## config.mk

```make
export PLATFORM = sky130hd
export DESIGN_NAME = swt_watchdog
export DESIGN_NICKNAME = d
export VERILOG_FILES = /design/src/pkg/swt_pkg.sv /design/src/logic/swt_watchdog.sv
export SDC_FILE = /design/constraint.sdc
export NUM_CORES = 1
export LEC_CHECK = 0
export ABC_AREA = 0
export BUFFER_PORTS_ARGS = -buffer_cell sky130_fd_sc_hd__buf_4
export CORE_ASPECT_RATIO = 0.5
export CORE_MARGIN = 2
export CORE_UTILIZATION = 35
export CTS_CLUSTER_SIZE = 10
export DETAILED_ROUTE_END_ITERATION = 10
export SLEW_MARGIN = 0
export SYNTH_ARGS = -nofsm -noshare
export SYNTH_HDL_FRONTEND = slang
export SYNTH_SLANG_ARGS = --single-unit
```

## constraint.sdc

```tcl
create_clock -name clk -period 6.3 [get_ports clk]
set_input_delay 0.63 -clock clk [delete_from_list [all_inputs] [get_ports clk]]
set_output_delay 0.63 -clock clk [all_outputs]
set_load 0.05 [all_outputs]
```

## src/pkg/swt_pkg.sv

```systemverilog
// Function
// - RTC variant counts on slow clock
// - Main variant uses 16-bit prescaler
// - Timeout match acts, clears counter, advances
// - Stages loop 0 to 3 then wrap
// - Per-stage action and timeout
// - Interrupt action raises an interrupt
// - Each main watchdog resets only its core
// - RTC variant resets selected cores
// - System reset spares the RTC domain
// - System plus RTC reset only in RTC variant
// - Disabled stage has no effect
// - Feed returns to stage 0, count 0
// - Key resets to magic; else protected
// - Protection blocks all writes except key
// - Flash boot auto-enables group zero, RTC
// - Boot guard forces stage 0 reset action
// - Main action codes off/int/cpu/system
// - Reset pulse length from 3-bit code
// - Main count period is prescale times base
// - Any unlocked write to feed register feeds
package swt_pkg;
  localparam logic [31:0] WKEY_RESET = 32'h50d83aa1;
  localparam logic [11:0] OFS_CONFIG0 = 12'h048;
  localparam logic [11:0] OFS_PRESCALE = 12'h04c;
  localparam logic [11:0] OFS_STG0 = 12'h050;
  localparam logic [11:0] OFS_STG1 = 12'h054;
  localparam logic [11:0] OFS_STG2 = 12'h058;
  localparam logic [11:0] OFS_STG3 = 12'h05c;
  localparam logic [11:0] OFS_FEED = 12'h060;
  localparam logic [11:0] OFS_WKEY = 12'h064;
  localparam logic [11:0] OFS_RTC_CFG = 12'h068;
  localparam logic [11:0] OFS_STATUS = 12'h06c;
  localparam logic [11:0] OFS_COUNT = 12'h070;
  localparam logic [11:0] OFS_INT_ENA = 12'h098;
  localparam logic [11:0] OFS_INT_RAW = 12'h09c;
  localparam logic [11:0] OFS_INT_ST = 12'h0a0;
  localparam logic [11:0] OFS_INT_CLR = 12'h0a4;
  localparam int CFG_EN_BIT = 31;
  localparam int CFG_STG0_LSB = 29;
  localparam int STG_FIELD_W = 2;
  localparam int CFG_EDGE_BIT = 22;
  localparam int CFG_LEVEL_BIT = 21;
  localparam int CFG_CPU_LEN_LSB = 18;
  localparam int CFG_SYS_LEN_LSB = 15;
  localparam int CFG_BOOT_BIT = 14;
  localparam int RTC_ACT_W = 3;
  localparam int RTC_CPUSEL_LSB = 12;
  localparam int INT_WDT_BIT = 2;
  localparam logic [31:0] CONFIG0_RESET = 32'h0000_0000;
  localparam logic [15:0] PRESCALE_RESET = 16'h0001;
  localparam logic [31:0] TIMEOUT_RESET = 32'h0000_ffff;
  localparam logic [13:0] RTC_CFG_RESET = 14'h0000;
  localparam int unsigned CLK_PERIOD_NS = 40;
  localparam int unsigned RST_LEN_NS [8] =
    '{100, 200, 300, 400, 500, 800, 1600, 3200};
  typedef enum logic [2:0] {
    ACT_OFF = 3'b000,
    ACT_INT = 3'b001,
    ACT_CPU = 3'b010,
    ACT_SYS = 3'b011,
    ACT_SYSRTC = 3'b100
  } swt_action_type;
  typedef struct packed {
    logic cpuPrimary;
    logic cpuSecondary;
    logic sys;
    logic rtc;
  } swt_rst_type;
endpackage

```

## src/logic/swt_watchdog.sv

```systemverilog
// The register addresses and the APB slave port are this design's own decisions.
`timescale 1ns/10ps
`default_nettype none
module swt_watchdog #(
  parameter bit RTC_VARIANT = 1'b0,
  parameter bit MAIN_INDEX = 1'b0,
  parameter bit BOOT_GROUP_ZERO = 1'b1,
  parameter int PRESCALE_W = 16,
  parameter int COUNT_W = 32
) (
  // Clock and reset.
  input wire logic clk,
  input wire logic srst,
  // APB slave.
  input wire logic psel,
  input wire logic penable,
  input wire logic pwrite,
  input wire logic [11:0] paddr,
  input wire logic [31:0] pwdata,
  output logic [31:0] prdata,
  output logic pready,
  output logic pslverr,
  // Pins.
  input wire logic rtcSlowClk,
  input wire logic flashBoot,
  // Reset requests and interrupts.
  output swt_pkg::swt_rst_type rstOut,
  output logic intLevel,
  output logic intEdge
);
  localparam bit BOOT_CAPABLE = RTC_VARIANT | BOOT_GROUP_ZERO;

  function automatic logic [6:0] lenCycles(input logic [2:0] code);
    int unsigned c;
    c = (swt_pkg::RST_LEN_NS[code] + swt_pkg::CLK_PERIOD_NS - 1) /
        swt_pkg::CLK_PERIOD_NS;
    return c[6:0];
  endfunction

  logic [31:0] cfg0_r;
  logic [31:0] cfg0_nxt;
  logic [PRESCALE_W-1:0] prescale_r;
  logic [COUNT_W-1:0] timeout_r [4];
  logic [31:0] wkey_r;
  logic [13:0] rtcCfg_r;
  logic intEna_r;
  logic intRaw_r;
  logic intEdge_r;
  logic [COUNT_W-1:0] cnt_r;
  logic [1:0] stage_r;
  logic [PRESCALE_W-1:0] preCnt_r;
  logic [1:0] slowSync_r;
  logic slowPrev_r;
  logic [1:0] bootSync_r;
  logic [1:0] strapCnt_r;
  logic [6:0] cpuCnt_r;
  logic [6:0] sysCnt_r;
  logic [1:0] cpuSel_r;
  logic rtcAlso_r;
  logic [31:0] prdata_r;
  logic pslverr_r;
  logic [31:0] rdMux;

  // Bus decode.
  wire setup = psel & ~penable;
  wire wrAcc = psel & penable & pwrite;
  wire unlocked = wkey_r == swt_pkg::WKEY_RESET;
  wire wrOk = wrAcc & unlocked;
  wire wrCfg0 = wrOk & (paddr == swt_pkg::OFS_CONFIG0);
  wire wrPre = wrOk & (paddr == swt_pkg::OFS_PRESCALE);
  wire wrKey = wrAcc & (paddr == swt_pkg::OFS_WKEY);
  wire wrRtc = wrOk & (paddr == swt_pkg::OFS_RTC_CFG) & RTC_VARIANT;
  wire wrEna = wrOk & (paddr == swt_pkg::OFS_INT_ENA);
  wire wrClr = wrOk & (paddr == swt_pkg::OFS_INT_CLR);
  wire feedWr = wrOk & (paddr == swt_pkg::OFS_FEED);
  wire [11:0] stgOfs [4] = '{swt_pkg::OFS_STG0, swt_pkg::OFS_STG1,
                             swt_pkg::OFS_STG2, swt_pkg::OFS_STG3};

  // Configuration fields.
  wire wdtEn = cfg0_r[swt_pkg::CFG_EN_BIT];
  wire bootGuard = cfg0_r[swt_pkg::CFG_BOOT_BIT];
  wire edgeEn = cfg0_r[swt_pkg::CFG_EDGE_BIT];
  wire levelEn = cfg0_r[swt_pkg::CFG_LEVEL_BIT];
  wire [2:0] cpuLenCode = cfg0_r[swt_pkg::CFG_CPU_LEN_LSB +: 3];
  wire [2:0] sysLenCode = cfg0_r[swt_pkg::CFG_SYS_LEN_LSB +: 3];
  wire [6:0] cpuLenCyc = lenCycles(cpuLenCode);
  wire [6:0] sysLenCyc = lenCycles(sysLenCode);

  // Stage actions; only the RTC variant can name the combined reset.
  swt_pkg::swt_action_type stageAct [4];
  wire swt_pkg::swt_action_type bootAct = swt_pkg::swt_action_type'(
    RTC_VARIANT ? swt_pkg::ACT_SYSRTC : swt_pkg::ACT_SYS);
  genvar g;
  generate
    for (g = 0; g < 4; g++) begin : gStage
      wire [1:0] mainCode =
        cfg0_r[swt_pkg::CFG_STG0_LSB - swt_pkg::STG_FIELD_W * g +: 2];
      wire [2:0] rtcCode = rtcCfg_r[swt_pkg::RTC_ACT_W * g +: 3];
      wire [2:0] rawAct = RTC_VARIANT ? rtcCode : {1'b0, mainCode};
      wire [2:0] selAct = (g == 0 && bootGuard) ? bootAct : rawAct;
      assign stageAct[g] = swt_pkg::swt_action_type'(selAct);
      always_ff @(posedge clk) begin
        if (srst) begin
          timeout_r[g] <= COUNT_W'(swt_pkg::TIMEOUT_RESET);
        end else if (wrOk && paddr == stgOfs[g]) begin
          timeout_r[g] <= pwdata[COUNT_W-1:0];
        end
      end
    end
  endgenerate

  // Count tick: slow clock edge or prescaled bus clock.
  wire presTop = (prescale_r == '0) ||
                 (preCnt_r >= prescale_r - PRESCALE_W'(1));
  wire slowEdge = slowSync_r[1] & ~slowPrev_r;
  wire tick = RTC_VARIANT ? slowEdge : presTop;
  wire swt_pkg::swt_action_type curAct = stageAct[stage_r];
  wire fire = wdtEn & tick & (cnt_r == timeout_r[stage_r]);
  wire fireInt = fire & (curAct == swt_pkg::ACT_INT);
  wire fireCpu = fire & (curAct == swt_pkg::ACT_CPU);
  wire fireSys = fire & ((curAct == swt_pkg::ACT_SYS) |
                         (curAct == swt_pkg::ACT_SYSRTC));
  wire cpuActive = cpuCnt_r != '0;
  wire sysActive = sysCnt_r != '0;
  wire [1:0] cpuTarget = RTC_VARIANT ?
    rtcCfg_r[swt_pkg::RTC_CPUSEL_LSB +: 2] :
    (MAIN_INDEX ? 2'b10 : 2'b01);

  always_comb begin
    cfg0_nxt = cfg0_r;
    if (wrCfg0) begin
      cfg0_nxt = pwdata;
    end
    if (strapCnt_r == 2'd2 && bootSync_r[1] && BOOT_CAPABLE) begin
      cfg0_nxt[swt_pkg::CFG_EN_BIT] = 1'b1;
      cfg0_nxt[swt_pkg::CFG_BOOT_BIT] = 1'b1;
    end
  end

  always_ff @(posedge clk) begin
    if (srst) begin
      cfg0_r <= swt_pkg::CONFIG0_RESET;
      prescale_r <= PRESCALE_W'(swt_pkg::PRESCALE_RESET);
      wkey_r <= swt_pkg::WKEY_RESET;
      rtcCfg_r <= swt_pkg::RTC_CFG_RESET;
      intEna_r <= 1'b0;
    end else begin
      cfg0_r <= cfg0_nxt;
      if (wrPre) prescale_r <= pwdata[PRESCALE_W-1:0];
      if (wrKey) wkey_r <= pwdata;
      if (wrRtc) rtcCfg_r <= pwdata[13:0];
      if (wrEna) intEna_r <= pwdata[swt_pkg::INT_WDT_BIT];
    end
  end

  // Pin synchronisers and strap capture after reset release.
  always_ff @(posedge clk) begin
    if (srst) begin
      slowSync_r <= 2'b00;
      slowPrev_r <= 1'b0;
      bootSync_r <= 2'b00;
      strapCnt_r <= 2'd0;
    end else begin
      slowSync_r <= {slowSync_r[0], rtcSlowClk};
      slowPrev_r <= slowSync_r[1];
      bootSync_r <= {bootSync_r[0], flashBoot};
      if (strapCnt_r != 2'd3) strapCnt_r <= strapCnt_r + 2'd1;
    end
  end

  // Expiry counter and stage sequencer. Disabling parks it at stage 0.
  always_ff @(posedge clk) begin
    if (srst) begin
      cnt_r <= '0;
      stage_r <= 2'd0;
      preCnt_r <= '0;
    end else begin
      preCnt_r <= presTop ? '0 : preCnt_r + PRESCALE_W'(1);
      if (feedWr || !wdtEn) begin
        cnt_r <= '0;
        stage_r <= 2'd0;
      end else if (fire) begin
        cnt_r <= '0;
        stage_r <= stage_r + 2'd1;
      end else if (tick) begin
        cnt_r <= cnt_r + COUNT_W'(1);
      end
    end
  end

  // Interrupt flag: an expiry in the clearing cycle wins.
  always_ff @(posedge clk) begin
    if (srst) begin
      intRaw_r <= 1'b0;
      intEdge_r <= 1'b0;
    end else begin
      if (fireInt && levelEn) begin
        intRaw_r <= 1'b1;
      end else if (wrClr && pwdata[swt_pkg::INT_WDT_BIT]) begin
        intRaw_r <= 1'b0;
      end
      intEdge_r <= fireInt & edgeEn & intEna_r;
    end
  end

  // Reset pulse stretchers; a new request restarts the pulse.
  always_ff @(posedge clk) begin
    if (srst) begin
      cpuCnt_r <= '0;
      sysCnt_r <= '0;
      cpuSel_r <= 2'b00;
      rtcAlso_r <= 1'b0;
    end else begin
      if (fireCpu) begin
        cpuCnt_r <= cpuLenCyc;
        cpuSel_r <= cpuTarget;
      end else if (cpuActive) begin
        cpuCnt_r <= cpuCnt_r - 7'd1;
      end
      if (fireSys) begin
        sysCnt_r <= sysLenCyc;
        rtcAlso_r <= curAct == swt_pkg::ACT_SYSRTC;
      end else if (sysActive) begin
        sysCnt_r <= sysCnt_r - 7'd1;
      end
    end
  end

  assign rstOut = '{cpuPrimary: cpuActive & cpuSel_r[0],
                    cpuSecondary: cpuActive & cpuSel_r[1],
                    sys: sysActive,
                    rtc: sysActive & rtcAlso_r & RTC_VARIANT};
  assign intLevel = intRaw_r & intEna_r;
  assign intEdge = intEdge_r;

  // Read path, captured in the setup cycle so data comes from flops.
  always_comb begin
    rdMux = 32'h0000_0000;
    case (paddr)
      swt_pkg::OFS_CONFIG0: rdMux = cfg0_r;
      swt_pkg::OFS_PRESCALE: rdMux = 32'(prescale_r);
      swt_pkg::OFS_STG0: rdMux = 32'(timeout_r[0]);
      swt_pkg::OFS_STG1: rdMux = 32'(timeout_r[1]);
      swt_pkg::OFS_STG2: rdMux = 32'(timeout_r[2]);
      swt_pkg::OFS_STG3: rdMux = 32'(timeout_r[3]);
      swt_pkg::OFS_WKEY: rdMux = wkey_r;
      swt_pkg::OFS_RTC_CFG: rdMux = 32'(rtcCfg_r);
      swt_pkg::OFS_STATUS: rdMux = 32'(stage_r);
      swt_pkg::OFS_COUNT: rdMux = 32'(cnt_r);
      swt_pkg::OFS_INT_ENA: rdMux = 32'(intEna_r) << swt_pkg::INT_WDT_BIT;
      swt_pkg::OFS_INT_RAW: rdMux = 32'(intRaw_r) << swt_pkg::INT_WDT_BIT;
      swt_pkg::OFS_INT_ST: rdMux = 32'(intLevel) << swt_pkg::INT_WDT_BIT;
      default: rdMux = 32'h0000_0000;
    endcase
  end

  wire hit = (paddr == swt_pkg::OFS_CONFIG0) ||
             (paddr == swt_pkg::OFS_PRESCALE) ||
             (paddr >= swt_pkg::OFS_STG0 && paddr <= swt_pkg::OFS_COUNT &&
              paddr[1:0] == 2'b00) ||
             (paddr >= swt_pkg::OFS_INT_ENA && paddr <= swt_pkg::OFS_INT_CLR
              && paddr[1:0] == 2'b00);

  always_ff @(posedge clk) begin
    if (srst) begin
      prdata_r <= 32'h0000_0000;
      pslverr_r <= 1'b0;
    end else if (setup) begin
      prdata_r <= pwrite ? 32'h0000_0000 : rdMux;
      pslverr_r <= ~hit;
    end
  end

  assign pready = psel & penable;
  assign prdata = prdata_r;
  assign pslverr = pslverr_r & psel & penable;
endmodule
`default_nettype wire

```

==> impl_metrics.yaml, run 1 <==
clock_tree:
  cts.sink_count: 315
  tritoncts_clock_tree: "done"
  clk_root_buf: "sky130_fd_sc_hd__clkbuf_16"
  worst_setup_hold_path_clk_slew_ps: 60
  cts_inserted_buffers: 37
  clock_latency_ps: 550
  h-tree-depth: 2
  cts_buffer_depth: 3
routing:
  postRouteWirelength_um: 60200
  remaining_drc_errors: 0
  via_per_inst: 5.80
  drtPass1Iterations: 7
  drtIter0Drc: 1833
  wire_per_inst_um: 21.5
  vias: 16200
  drtAntennaViolNets: 0
worst_setup_path:
  arrival_ps: 6280
  critPathSlowestCell: "sky130_fd_sc_hd__dfxtp_1"
  worstSetupPathType: "reg -> reg"
  reg2reg_to: "cpuCnt_r[0]$_SDFFE_PP0P_"
  path_max_fanout: 18
  crit-reg2reg-launch: "cfg0_r[20]$_SDFFE_PP0P_"
  setup.worst_path.start_class: "flip-flop"
  worst_setup_path_end_kind: "flip-flop"
  reg2regPathDepth: 21
  setup.reg_to_reg.worst_slack_ps: 440
  crit_path_frequent_cell: "sky130_fd_sc_hd__a21oi_1"
  cell_breakdown_of_the_critical_path: "buf_4 > nor2_1 > a21oi_1 > ha_1 > a21o_1 > a22o_1 > a21o_1 > mux2_2 > ha_1 > a21oi_1 > o221ai_1 > a2111oi_1 > o21ai_0 > and3_1 > and3_1 > o221a_2 > nor3_2 > nand2_2 > a2111o_1 > a2111oi_2 > a21oi_1"
  required_ps: 6720
  slowest_delay_ps: 580
  path_delay_family: "compound AO/OA/AOI/OAI gates"
  worst-path-buf-inv: 1
timing:
  setup_viol_count_final: 0
  post-route-min-period_ps: 5860
  worst_case_clock_skew_ps: 28.9
  timing.final.hold_violations: 0
  worst_slew_pin_slew_ps: 1180
  normalized_max_slew_margin_pct: 21.4
  max_freq_mhz: 171
  timing.final.crit_share_pct: 93.0
  timing.hold.ws_ps: 312
  final_max_slew_viol_count: 0
placement:
  port_buffers: 87
  detailed_place_hpwl_um: 40000
  rd_place_congestion: 0.879
  postPlaceCellArea_sq_mm: 0.0199
power:
  ir_drop_v: 0.000157
  power_mw: 4.59
  cellPowerDensity_mw_per_mm2: 218
  total_leakage_power_nw: 6.82
min_path:
  min_from: "flashBoot"
  whs_endpoint: "bootSync_r[0]$_SDFF_PP0_"
  hold_depth: 2
  worst_hold_path_type: "in -> reg"
synthesis:
  synth.most_common_cell: "sky130_fd_sc_hd__nand2_1"
  synth.cells.most_frequent: "241 x sky130_fd_sc_hd__nand2_1, 187 x sky130_fd_sc_hd__dfxtp_1, 163 x sky130_fd_sc_hd__nor2_1"
  synth.cell_area_sq_mm: 0.0185
  cell_type_contributing_the_most_total_cell_area_after_synthesis: "sky130_fd_sc_hd__edfxtp_1"
  yosys-top-cells-area: "sky130_fd_sc_hd__edfxtp_1 21%, sky130_fd_sc_hd__dfxtp_1 20%, sky130_fd_sc_hd__nand2_1 4.9%"
  synth-warning-count: 0
  synth-edff-count: 128
  synth.avg_cell_area_sq_um: 9.13
  syn-instance-count: 2024
  synth-seq-area-share_pct: 41.0
  synth_top_area_share_pct: 20.8
  synth-seq-cells: 315
  synthFlopType: "sky130_fd_sc_hd__dfxtp_1"
  async_reset_ff_share_pct: 0
  synth_cell_type_count: 98
floorplanning:
  fp.coreArea_sq_mm: 0.0520
  die-area_sq_mm: 0.0548
  die_span_in_y_um: 167
  initial_core_util_pct: 35.5
  ios: 91
  fp.dieW_um: 329
  std_cell_rows: 59
grt:
  grt-ovfl-total: 0
  antenna_found_initial: 1
  first_global_vias: 15700
  grt_max_degree: 76
  track_usage_pct: 21.5
  first_pass_grt_wire_length_um: 92500
cells_and_area:
  layout.nets: 2168
  fin_util_pct: 40.4
  drive_above_1_share_pct: 12.3
  area_growth_syn_to_layout_pct: 13.7
  fin_area_sq_mm: 0.0210
job:
  maxCapViolations: 0
status:
  run_status: "completed"
-- worst max path at each step --
stage	cells past startpoint	end	slack (ps)	start
after floorplan	22	cpuCnt_r[0]$_SDFFE_PP0P_	490	cfg0_r[19]$_SDFFE_PP0P_
final	21	cpuCnt_r[0]$_SDFFE_PP0P_	440	cfg0_r[20]$_SDFFE_PP0P_
after detailed placement	21	cpuCnt_r[0]$_SDFFE_PP0P_	610	cfg0_r[20]$_SDFFE_PP0P_
after global placement	21	cpuCnt_r[0]$_SDFFE_PP0P_	690	cfg0_r[20]$_SDFFE_PP0P_
after CTS	21	cpuCnt_r[0]$_SDFFE_PP0P_	570	cfg0_r[20]$_SDFFE_PP0P_
after global routing	20	cpuCnt_r[0]$_SDFFE_PP0P_	-3	cfg0_r[20]$_SDFFE_PP0P_
-- flip-flops by register name, indices dropped and copies added (netlist names), named ones only --
register,flops
timeout_r,128
cfg0_r,32
cnt_r,32
prdata,32
wkey_r,32
preCnt_r,16
prescale_r,16
cpuCnt_r,7
sysCnt_r,7
bootSync_r,2
stage_r,2
strapCnt_r,2
cpuSel_r,1
intEdge,1
intEna_r,1
intRaw_r,1
pslverr_r,1
-- power breakdown --
part / internal (mW) / total, mW / switching [mW]
Clock: 1.14 / 2.00 / 0.860
Combinational: 0.160 / 0.388 / 0.228
Sequential: 2.17 / 2.20 / 0.0353
Total: 3.47 / 4.59 / 1.12
-- worst register-to-register path, stage by stage, from the launching register on --
cell,delay [ps]
sky130_fd_sc_hd__dfxtp_1,580
sky130_fd_sc_hd__buf_4,300
sky130_fd_sc_hd__nor2_1,90
sky130_fd_sc_hd__a21oi_1,140
sky130_fd_sc_hd__ha_1,200
sky130_fd_sc_hd__a21o_1,260
sky130_fd_sc_hd__a22o_1,310
sky130_fd_sc_hd__a21o_1,180
sky130_fd_sc_hd__mux2_2,370
sky130_fd_sc_hd__ha_1,210
sky130_fd_sc_hd__a21oi_1,120
sky130_fd_sc_hd__o221ai_1,240
sky130_fd_sc_hd__a2111oi_1,450
sky130_fd_sc_hd__o21ai_0,280
sky130_fd_sc_hd__and3_1,300
sky130_fd_sc_hd__and3_1,180
sky130_fd_sc_hd__o221a_2,320
sky130_fd_sc_hd__nor3_2,250
sky130_fd_sc_hd__nand2_2,120
sky130_fd_sc_hd__a2111o_1,440
sky130_fd_sc_hd__a2111oi_2,290
sky130_fd_sc_hd__a21oi_1,110
-- layout make-up --
class	count	area, sq um
timing repair buffer	133	1010
tap	701	877
clock buffer	66	1060
sequential	315	7590
fill	5115	31000
inverter	39	146
multi-input combinational	1539	10300
clock inverter	2	36.3
antenna	1	2.50
-- cell usage in the layout (no fill, tap or decap), types with 45 or more instances in the layout --
cell type / netlist / final
sky130_fd_sc_hd__a21oi_1: 157 / 157
sky130_fd_sc_hd__a22oi_1: 84 / 84
sky130_fd_sc_hd__and2_1: 85 / 86
sky130_fd_sc_hd__buf_4: 3 / 132
sky130_fd_sc_hd__dfxtp_1: 187 / 186
sky130_fd_sc_hd__edfxtp_1: 128 / 128
sky130_fd_sc_hd__ha_1: 52 / 52
sky130_fd_sc_hd__nand2_1: 241 / 240
sky130_fd_sc_hd__nand2b_1: 83 / 83
sky130_fd_sc_hd__nand3_1: 46 / 46
sky130_fd_sc_hd__nor2_1: 163 / 158
sky130_fd_sc_hd__o21ai_0: 45 / 45
sky130_fd_sc_hd__xnor2_1: 72 / 72
sky130_fd_sc_hd__xor2_1: 45 / 45
-- per-layer routing --
metal	part of all wire, %	track usage, %
met5	0	0
met4	2.5	7.05
met3	8.9	4.00
met2	46	34.5
met1	43	29.2
-- through the flow --
step,worst slack (ps),cells,TNS (ps)
after global routing,-2.52,2796,-2.52
final,440,2796,0
after global placement,691,2727,0
after detailed placement,609,2727,0
after CTS,571,2795,0
after floorplan,490,2025,0
-- logic make-up after synthesis --
logic type	share of synthesized area (%)
buf+inv	3.77
fa+ha+maj	3.52
xor+xnor	5.69
simple gates	22.1
mux	4.97
compound gates	18.9
other cells	0.0203
flops	41.0
-- timing repair --
action,in CTS,in global routing
setup endpoints to repair,0,1
gates resized for setup,0,1
hold buffers,0,0
buffers inserted,0,0
Note: power is estimated with default switching activity, not from simulation.
==> run 2: changes to the inputs <==
CORE_MARGIN = not set   (was 2)
==> impl_metrics.yaml, run 2 (synthesized netlist as in run 1, its figures left out) <==
status:
  run_status: "completed"
cells_and_area:
  multi_input_comb_area_sq_mm: 0.0103
  area_growth_syn_to_layout_pct: 13.7
  seq_area_sq_mm: 0.00759
  finish.cell_count_without_fillers: 2796
  most_frequent_standard_cell_in_the_layout_excluding_fill_and_tap_cells: "sky130_fd_sc_hd__nand2_1"
  regMostFlops: "timeout_r"
  fin_util_pct: 40.4
  largest_register_ff_count: 128
  drive_above_1_share_pct: 12.4
  layout_common_cells: "240 x sky130_fd_sc_hd__nand2_1, 185 x sky130_fd_sc_hd__dfxtp_1, 158 x sky130_fd_sc_hd__nor2_1"
  layout.nets: 2168
  fill_cells: 5103
clock_tree:
  tritoncts_clock_tree: "done"
  cts_buffer_depth: 3
  worst_setup_hold_path_clk_slew_ps: 60
  clock_latency_ps: 550
  cts.sink_count: 315
  cts_inserted_buffers: 38
  h-tree-depth: 2
  cts_hold_repair.buffers: 0
  clk_root_buf: "sky130_fd_sc_hd__clkbuf_16"
worst_setup_path:
  path_max_fanout: 6
  arrival_ps: 6180
  critPathSlowestCell: "sky130_fd_sc_hd__a2111oi_1"
  setup.reg_to_reg.worst_slack_ps: 540
  reg2regPathDepth: 21
  crit-reg2reg-launch: "cfg0_r[18]$_SDFFE_PP0P_"
  setup.worst_path.start_class: "flip-flop"
  worst_setup_path_end_kind: "flip-flop"
  cell_breakdown_of_the_critical_path: "inv_1 > ha_1 > nor2b_1 > ha_1 > a21bo_2 > a221o_1 > and2_1 > mux2_2 > ha_1 > a21oi_1 > o221ai_1 > a2111oi_1 > o21ai_0 > and3_1 > and3_1 > o221a_2 > nor3_2 > nand2_2 > a2111o_1 > a2111oi_2 > a21oi_1"
  crit_path_frequent_cell: "sky130_fd_sc_hd__ha_1"
  required_ps: 6710
  reg2reg_to: "cpuCnt_r[0]$_SDFFE_PP0P_"
  slowest_delay_ps: 480
  worstSetupPathType: "reg -> reg"
timing:
  layout_setup_ws_ps: 537
  normalized_max_slew_margin_pct: 22.8
  max_freq_mhz: 174
  timing.final.hold_violations: 0
  worst_slew_pin_slew_ps: 1150
  worst_case_clock_skew_ps: 27.6
  setup_viol_count_final: 0
  final_max_slew_viol_count: 0
  grt_setup_unrepaired: "false"
  post-route-min-period_ps: 5760
  timing.setup.tns_ps: 0
  timing.final.crit_share_pct: 91.5
power:
  power_mw: 4.60
  pwr-share-comb_pct: 8.5
  total_leakage_power_nw: 6.82
  p_clk_share_pct: 43.6
  design_internal_power_mw: 3.47
  cellPowerDensity_mw_per_mm2: 219
  ir_drop_v: 0.000162
  p_sw_mw: 1.13
  seq_pwr_share_pct: 47.9
  switching_share_pct: 24.5
grt:
  grt-ovfl-total: 0
  first_pass_grt_wire_length_um: 91900
  track_usage_pct: 21.9
  antenna_found_initial: 1
  grt_max_degree: 78
  first_global_vias: 15500
floorplanning:
  die_span_in_y_um: 165
  initial_core_util_pct: 35.5
  fp.coreArea_sq_mm: 0.0520
  std_cell_rows: 59
  fp.dieW_um: 327
  die-area_sq_mm: 0.0538
  ios: 91
routing:
  remaining_drc_errors: 0
  postRouteWirelength_um: 59700
  wire_per_inst_um: 21.3
  drtIter0Drc: 1902
  drtPass1Iterations: 6
  drtAntennaViolNets: 0
  vias: 16200
  via_per_inst: 5.80
min_path:
  min_from: "flashBoot"
  worst_hold_path_type: "in -> reg"
  hold_depth: 2
  whs_endpoint: "bootSync_r[0]$_SDFF_PP0_"
placement:
  placed_cells_incl_taps: 2726
  detailedPlace.worstSlack_ps: 567
  detailed_place_hpwl_um: 39400
  port_buffers: 87
  rd_place_congestion: 0.877
job:
  maxCapViolations: 0
run 2: cell type report:
cell class	instances	area share, %
clock inverter	5	0.220
tap	701	4.17
timing repair buffer	132	4.72
antenna	1	0.0119
clock buffer	64	5.04
sequential	315	36.1
multi-input combinational	1539	49.0
inverter	39	0.697
run 2: power groups by stage:
stage / logic (mW) / clock network [mW] / registers (mW)
floorplan: 0.280 / 0 / 2.24
global route: 0.435 / 2.13 / 2.21
CTS: 0.391 / 2.04 / 2.20
detailed placement: 0.389 / 0 / 2.25
global placement: 0.382 / 0 / 2.24
finish: 0.389 / 2.01 / 2.20
run 2: worst max-delay path by stage:
stage	from	to	slack (ps)	depth (start not counted)
2_1_floorplan	cfg0_r[19]$_SDFFE_PP0P_	cpuCnt_r[0]$_SDFFE_PP0P_	490	22
3_3_place_gp	cfg0_r[20]$_SDFFE_PP0P_	cpuCnt_r[0]$_SDFFE_PP0P_	750	19
3_5_place_dp	cfg0_r[20]$_SDFFE_PP0P_	cpuCnt_r[0]$_SDFFE_PP0P_	570	19
4_1_cts	cfg0_r[20]$_SDFFE_PP0P_	cpuCnt_r[0]$_SDFFE_PP0P_	510	19
5_1_grt	cfg0_r[15]$_SDFFE_PP0P_	sysCnt_r[0]$_SDFFE_PP0P_	80	18
6_report	cfg0_r[18]$_SDFFE_PP0P_	cpuCnt_r[0]$_SDFFE_PP0P_	540	21
run 2: worst max-delay path, delay by kind of cell, from the launching register on:
kind            cells  cell delay, ps
compound gates     10            2830
simple gates        6            1210
fa+ha+maj           3             830
flops               1             340
mux                 1             310
buf+inv             1             120
run 2: timing repair:
action / 4_1_cts / 5_1_grt
setup buffers: 0 / 0
gates resized for setup: 0 / 2
endpoints found under the setup margin: 0 / 2
run 2: stage by stage:
stage	instance area, sq um	hold slack [ps]
2_1_floorplan	18500	414
3_3_place_gp	19900	439
3_5_place_dp	19900	446
4_1_cts	21000	319
5_1_grt	21000	328
6_report	21000	326
run 2: metal layers:
layer	vias to the layer above	wire length (um)	track usage [%]
met2	710	27100	35.9
met5	-	0	0
met3	131	5380	3.68
li1	7520	-	-
met4	0	1720	7.60
met1	7852	25500	29.2
==> run 3: changes to the inputs <==
CTS_BUF_LIST = sky130_fd_sc_hd__clkbuf_2 sky130_fd_sc_hd__clkbuf_4 sky130_fd_sc_hd__clkbuf_8   (was not set)
PLACE_DENSITY_LB_ADDON = 0.25   (was not set)
==> impl_metrics.yaml, run 3 (synthesized netlist as in run 1, its figures left out) <==
status:
  run_status: "completed"
worst_setup_path:
  setup.worst_path.start_class: "flip-flop"
  setup.reg_to_reg.worst_slack_ps: 580
  worst_setup_path_end_kind: "flip-flop"
  worstSetupPathType: "reg -> reg"
  crit_path_frequent_cell: "sky130_fd_sc_hd__ha_1"
  slowest_delay_ps: 460
  path_max_fanout: 6
  arrival_ps: 6220
  path_delay_family: "compound AO/OA/AOI/OAI gates"
  worst-path-buf-inv: 1
  critPathSlowestCell: "sky130_fd_sc_hd__a2111oi_1"
  reg2regPathDepth: 21
  required_ps: 6800
  cell_breakdown_of_the_critical_path: "inv_1 > ha_1 > nor2b_1 > ha_1 > a21bo_2 > a221o_1 > and2_1 > mux2_2 > ha_1 > a21oi_1 > o221ai_1 > a2111oi_1 > o21ai_0 > and3_1 > and3_1 > o221a_2 > nor3_2 > nand2_2 > a2111o_1 > a2111oi_2 > a21oi_1"
  reg2reg_to: "cpuCnt_r[0]$_SDFFE_PP0P_"
  crit-reg2reg-launch: "cfg0_r[18]$_SDFFE_PP0P_"
clock_tree:
  worst_setup_hold_path_clk_slew_ps: 60
  tritoncts_clock_tree: "done"
  cts_buffer_depth: 3
  clk_root_buf: "sky130_fd_sc_hd__clkbuf_8"
  cts.sink_count: 315
  clock_latency_ps: 630
  cts_inserted_buffers: 53
  h-tree-depth: 2
timing:
  normalized_max_slew_margin_pct: 5.88
  post-route-min-period_ps: 5720
  final_max_slew_viol_count: 0
  timing.setup.tns_ps: 0
  worst_slew_pin_slew_ps: 1400
  timing.final.hold_violations: 0
  setup_viol_count_final: 0
  max_freq_mhz: 175
  timing.final.crit_share_pct: 90.8
  grt_setup_unrepaired: "false"
  worst_case_clock_skew_ps: 50.0
floorplanning:
  fp.dieW_um: 327
  ios: 91
  die-area_sq_mm: 0.0538
  fp.coreArea_sq_mm: 0.0520
  initial_core_util_pct: 35.5
  die_span_in_y_um: 165
  std_cell_rows: 59
min_path:
  hold_depth: 3
  min_from: "pwdata[28]"
  whs_endpoint: "wkey_r[28]$_SDFFE_PP1P_"
  worst_hold_path_type: "in -> reg"
cells_and_area:
  largest_register_ff_count: 128
  multi_input_comb_area_sq_mm: 0.0103
  layout_common_cells: "240 x sky130_fd_sc_hd__nand2_1, 185 x sky130_fd_sc_hd__dfxtp_1, 158 x sky130_fd_sc_hd__nor2_1"
  fill_cells: 5144
  fin_util_pct: 40.4
  drive_above_1_share_pct: 14.7
  regMostFlops: "timeout_r"
  area_growth_syn_to_layout_pct: 13.8
  layout.nets: 2184
  most_frequent_standard_cell_in_the_layout_excluding_fill_and_tap_cells: "sky130_fd_sc_hd__nand2_1"
  seq_area_sq_mm: 0.00759
routing:
  remaining_drc_errors: 0
  via_per_inst: 5.73
  wire_per_inst_um: 21.5
  drtPass1Iterations: 9
  vias: 16200
  postRouteWirelength_um: 60700
  drtIter0Drc: 1732
  drtAntennaViolNets: 0
grt:
  first_pass_grt_wire_length_um: 91800
  grt_max_degree: 58
  first_global_vias: 15100
  track_usage_pct: 22.0
  antenna_found_initial: 1
  grt-ovfl-total: 0
power:
  ir_drop_v: 0.000123
  cellPowerDensity_mw_per_mm2: 215
  total_leakage_power_nw: 6.90
placement:
  rd_place_congestion: 0.880
  port_buffers: 87
  detailed_place_hpwl_um: 40100
job:
  maxCapViolations: 0
==> run 3: cell count changes in the layout (fill, tap and decap cells not counted), sizes merged <==
cell,before,now
clkbuf,64,86
clkinv,5,13
buf,132,133
bufinv,0,1
==> run 3: stage by stage <==
stage	setup WS (ps)	std cells	area [sq um]	total power, mW	hold slack (ps)
after global routing	139	2828	21000	4.69	258
after detailed placement	576	2727	19900	2.64	434
final	577	2828	21000	4.52	277
after global placement	666	2727	19900	2.63	432
after CTS	544	2827	21000	4.55	233
after floorplan	490	2025	18500	2.52	414
==> run 3: layout make-up <==
type / instances / area share, %
multi-input cells: 1539 / 49.0
flip-flops and latches: 315 / 36.1
clock buffers: 86 / 4.82
repair buffers: 133 / 4.80
well taps: 701 / 4.17
inverters: 39 / 0.695
clock inverters: 14 / 0.470
diodes: 1 / 0.0119
==> run 3: worst max-delay path by stage <==
stage / to / slack, ps / from / cells after the start
6_report: cpuCnt_r[0]$_SDFFE_PP0P_ / 580 / cfg0_r[18]$_SDFFE_PP0P_ / 21
5_1_grt: cpuCnt_r[0]$_SDFFE_PP0P_ / 140 / cfg0_r[20]$_SDFFE_PP0P_ / 21
4_1_cts: cpuCnt_r[0]$_SDFFE_PP0P_ / 540 / cfg0_r[20]$_SDFFE_PP0P_ / 21
3_5_place_dp: cpuCnt_r[0]$_SDFFE_PP0P_ / 580 / cfg0_r[20]$_SDFFE_PP0P_ / 21
3_3_place_gp: cpuCnt_r[0]$_SDFFE_PP0P_ / 670 / cfg0_r[20]$_SDFFE_PP0P_ / 21
2_1_floorplan: cpuCnt_r[0]$_SDFFE_PP0P_ / 490 / cfg0_r[19]$_SDFFE_PP0P_ / 22
==> run 3: timing repair <==
item                                    in CTS  in global routing
hold buffers                                 0                  0
gates resized for setup                      0                  1
endpoints found under the setup margin       0                  1
buffers inserted                             0                  0
==> run 3: worst min-delay path, delay by kind of cell <==
family / cells / cell delay [ps]
AND/OR/NAND/NOR: 2 / 120
buffers and inverters: 1 / 110
==> run 3: report_power, final <==
| part | switching [mW] | leakage, nW | total (mW) | internal, mW |
|---|---|---|---|---|
| combinational | 0.229 | 3.69 | 0.390 | 0.161 |
| sequential | 0.0347 | 2.61 | 2.20 | 2.17 |
| clock | 0.866 | 0.604 | 1.93 | 1.06 |
| total | 1.13 | 6.90 | 4.52 | 3.39 |
==> run 3: layer usage <==
metal / part of all wire [%] / global-route usage [%] / up-vias
met4: 2.1 / 6.18 / 0
met3: 8.9 / 3.65 / 89
li1: - / - / 7563
met1: 44 / 30.4 / 7867
met5: 0 / 0 / -
met2: 45 / 35.6 / 684
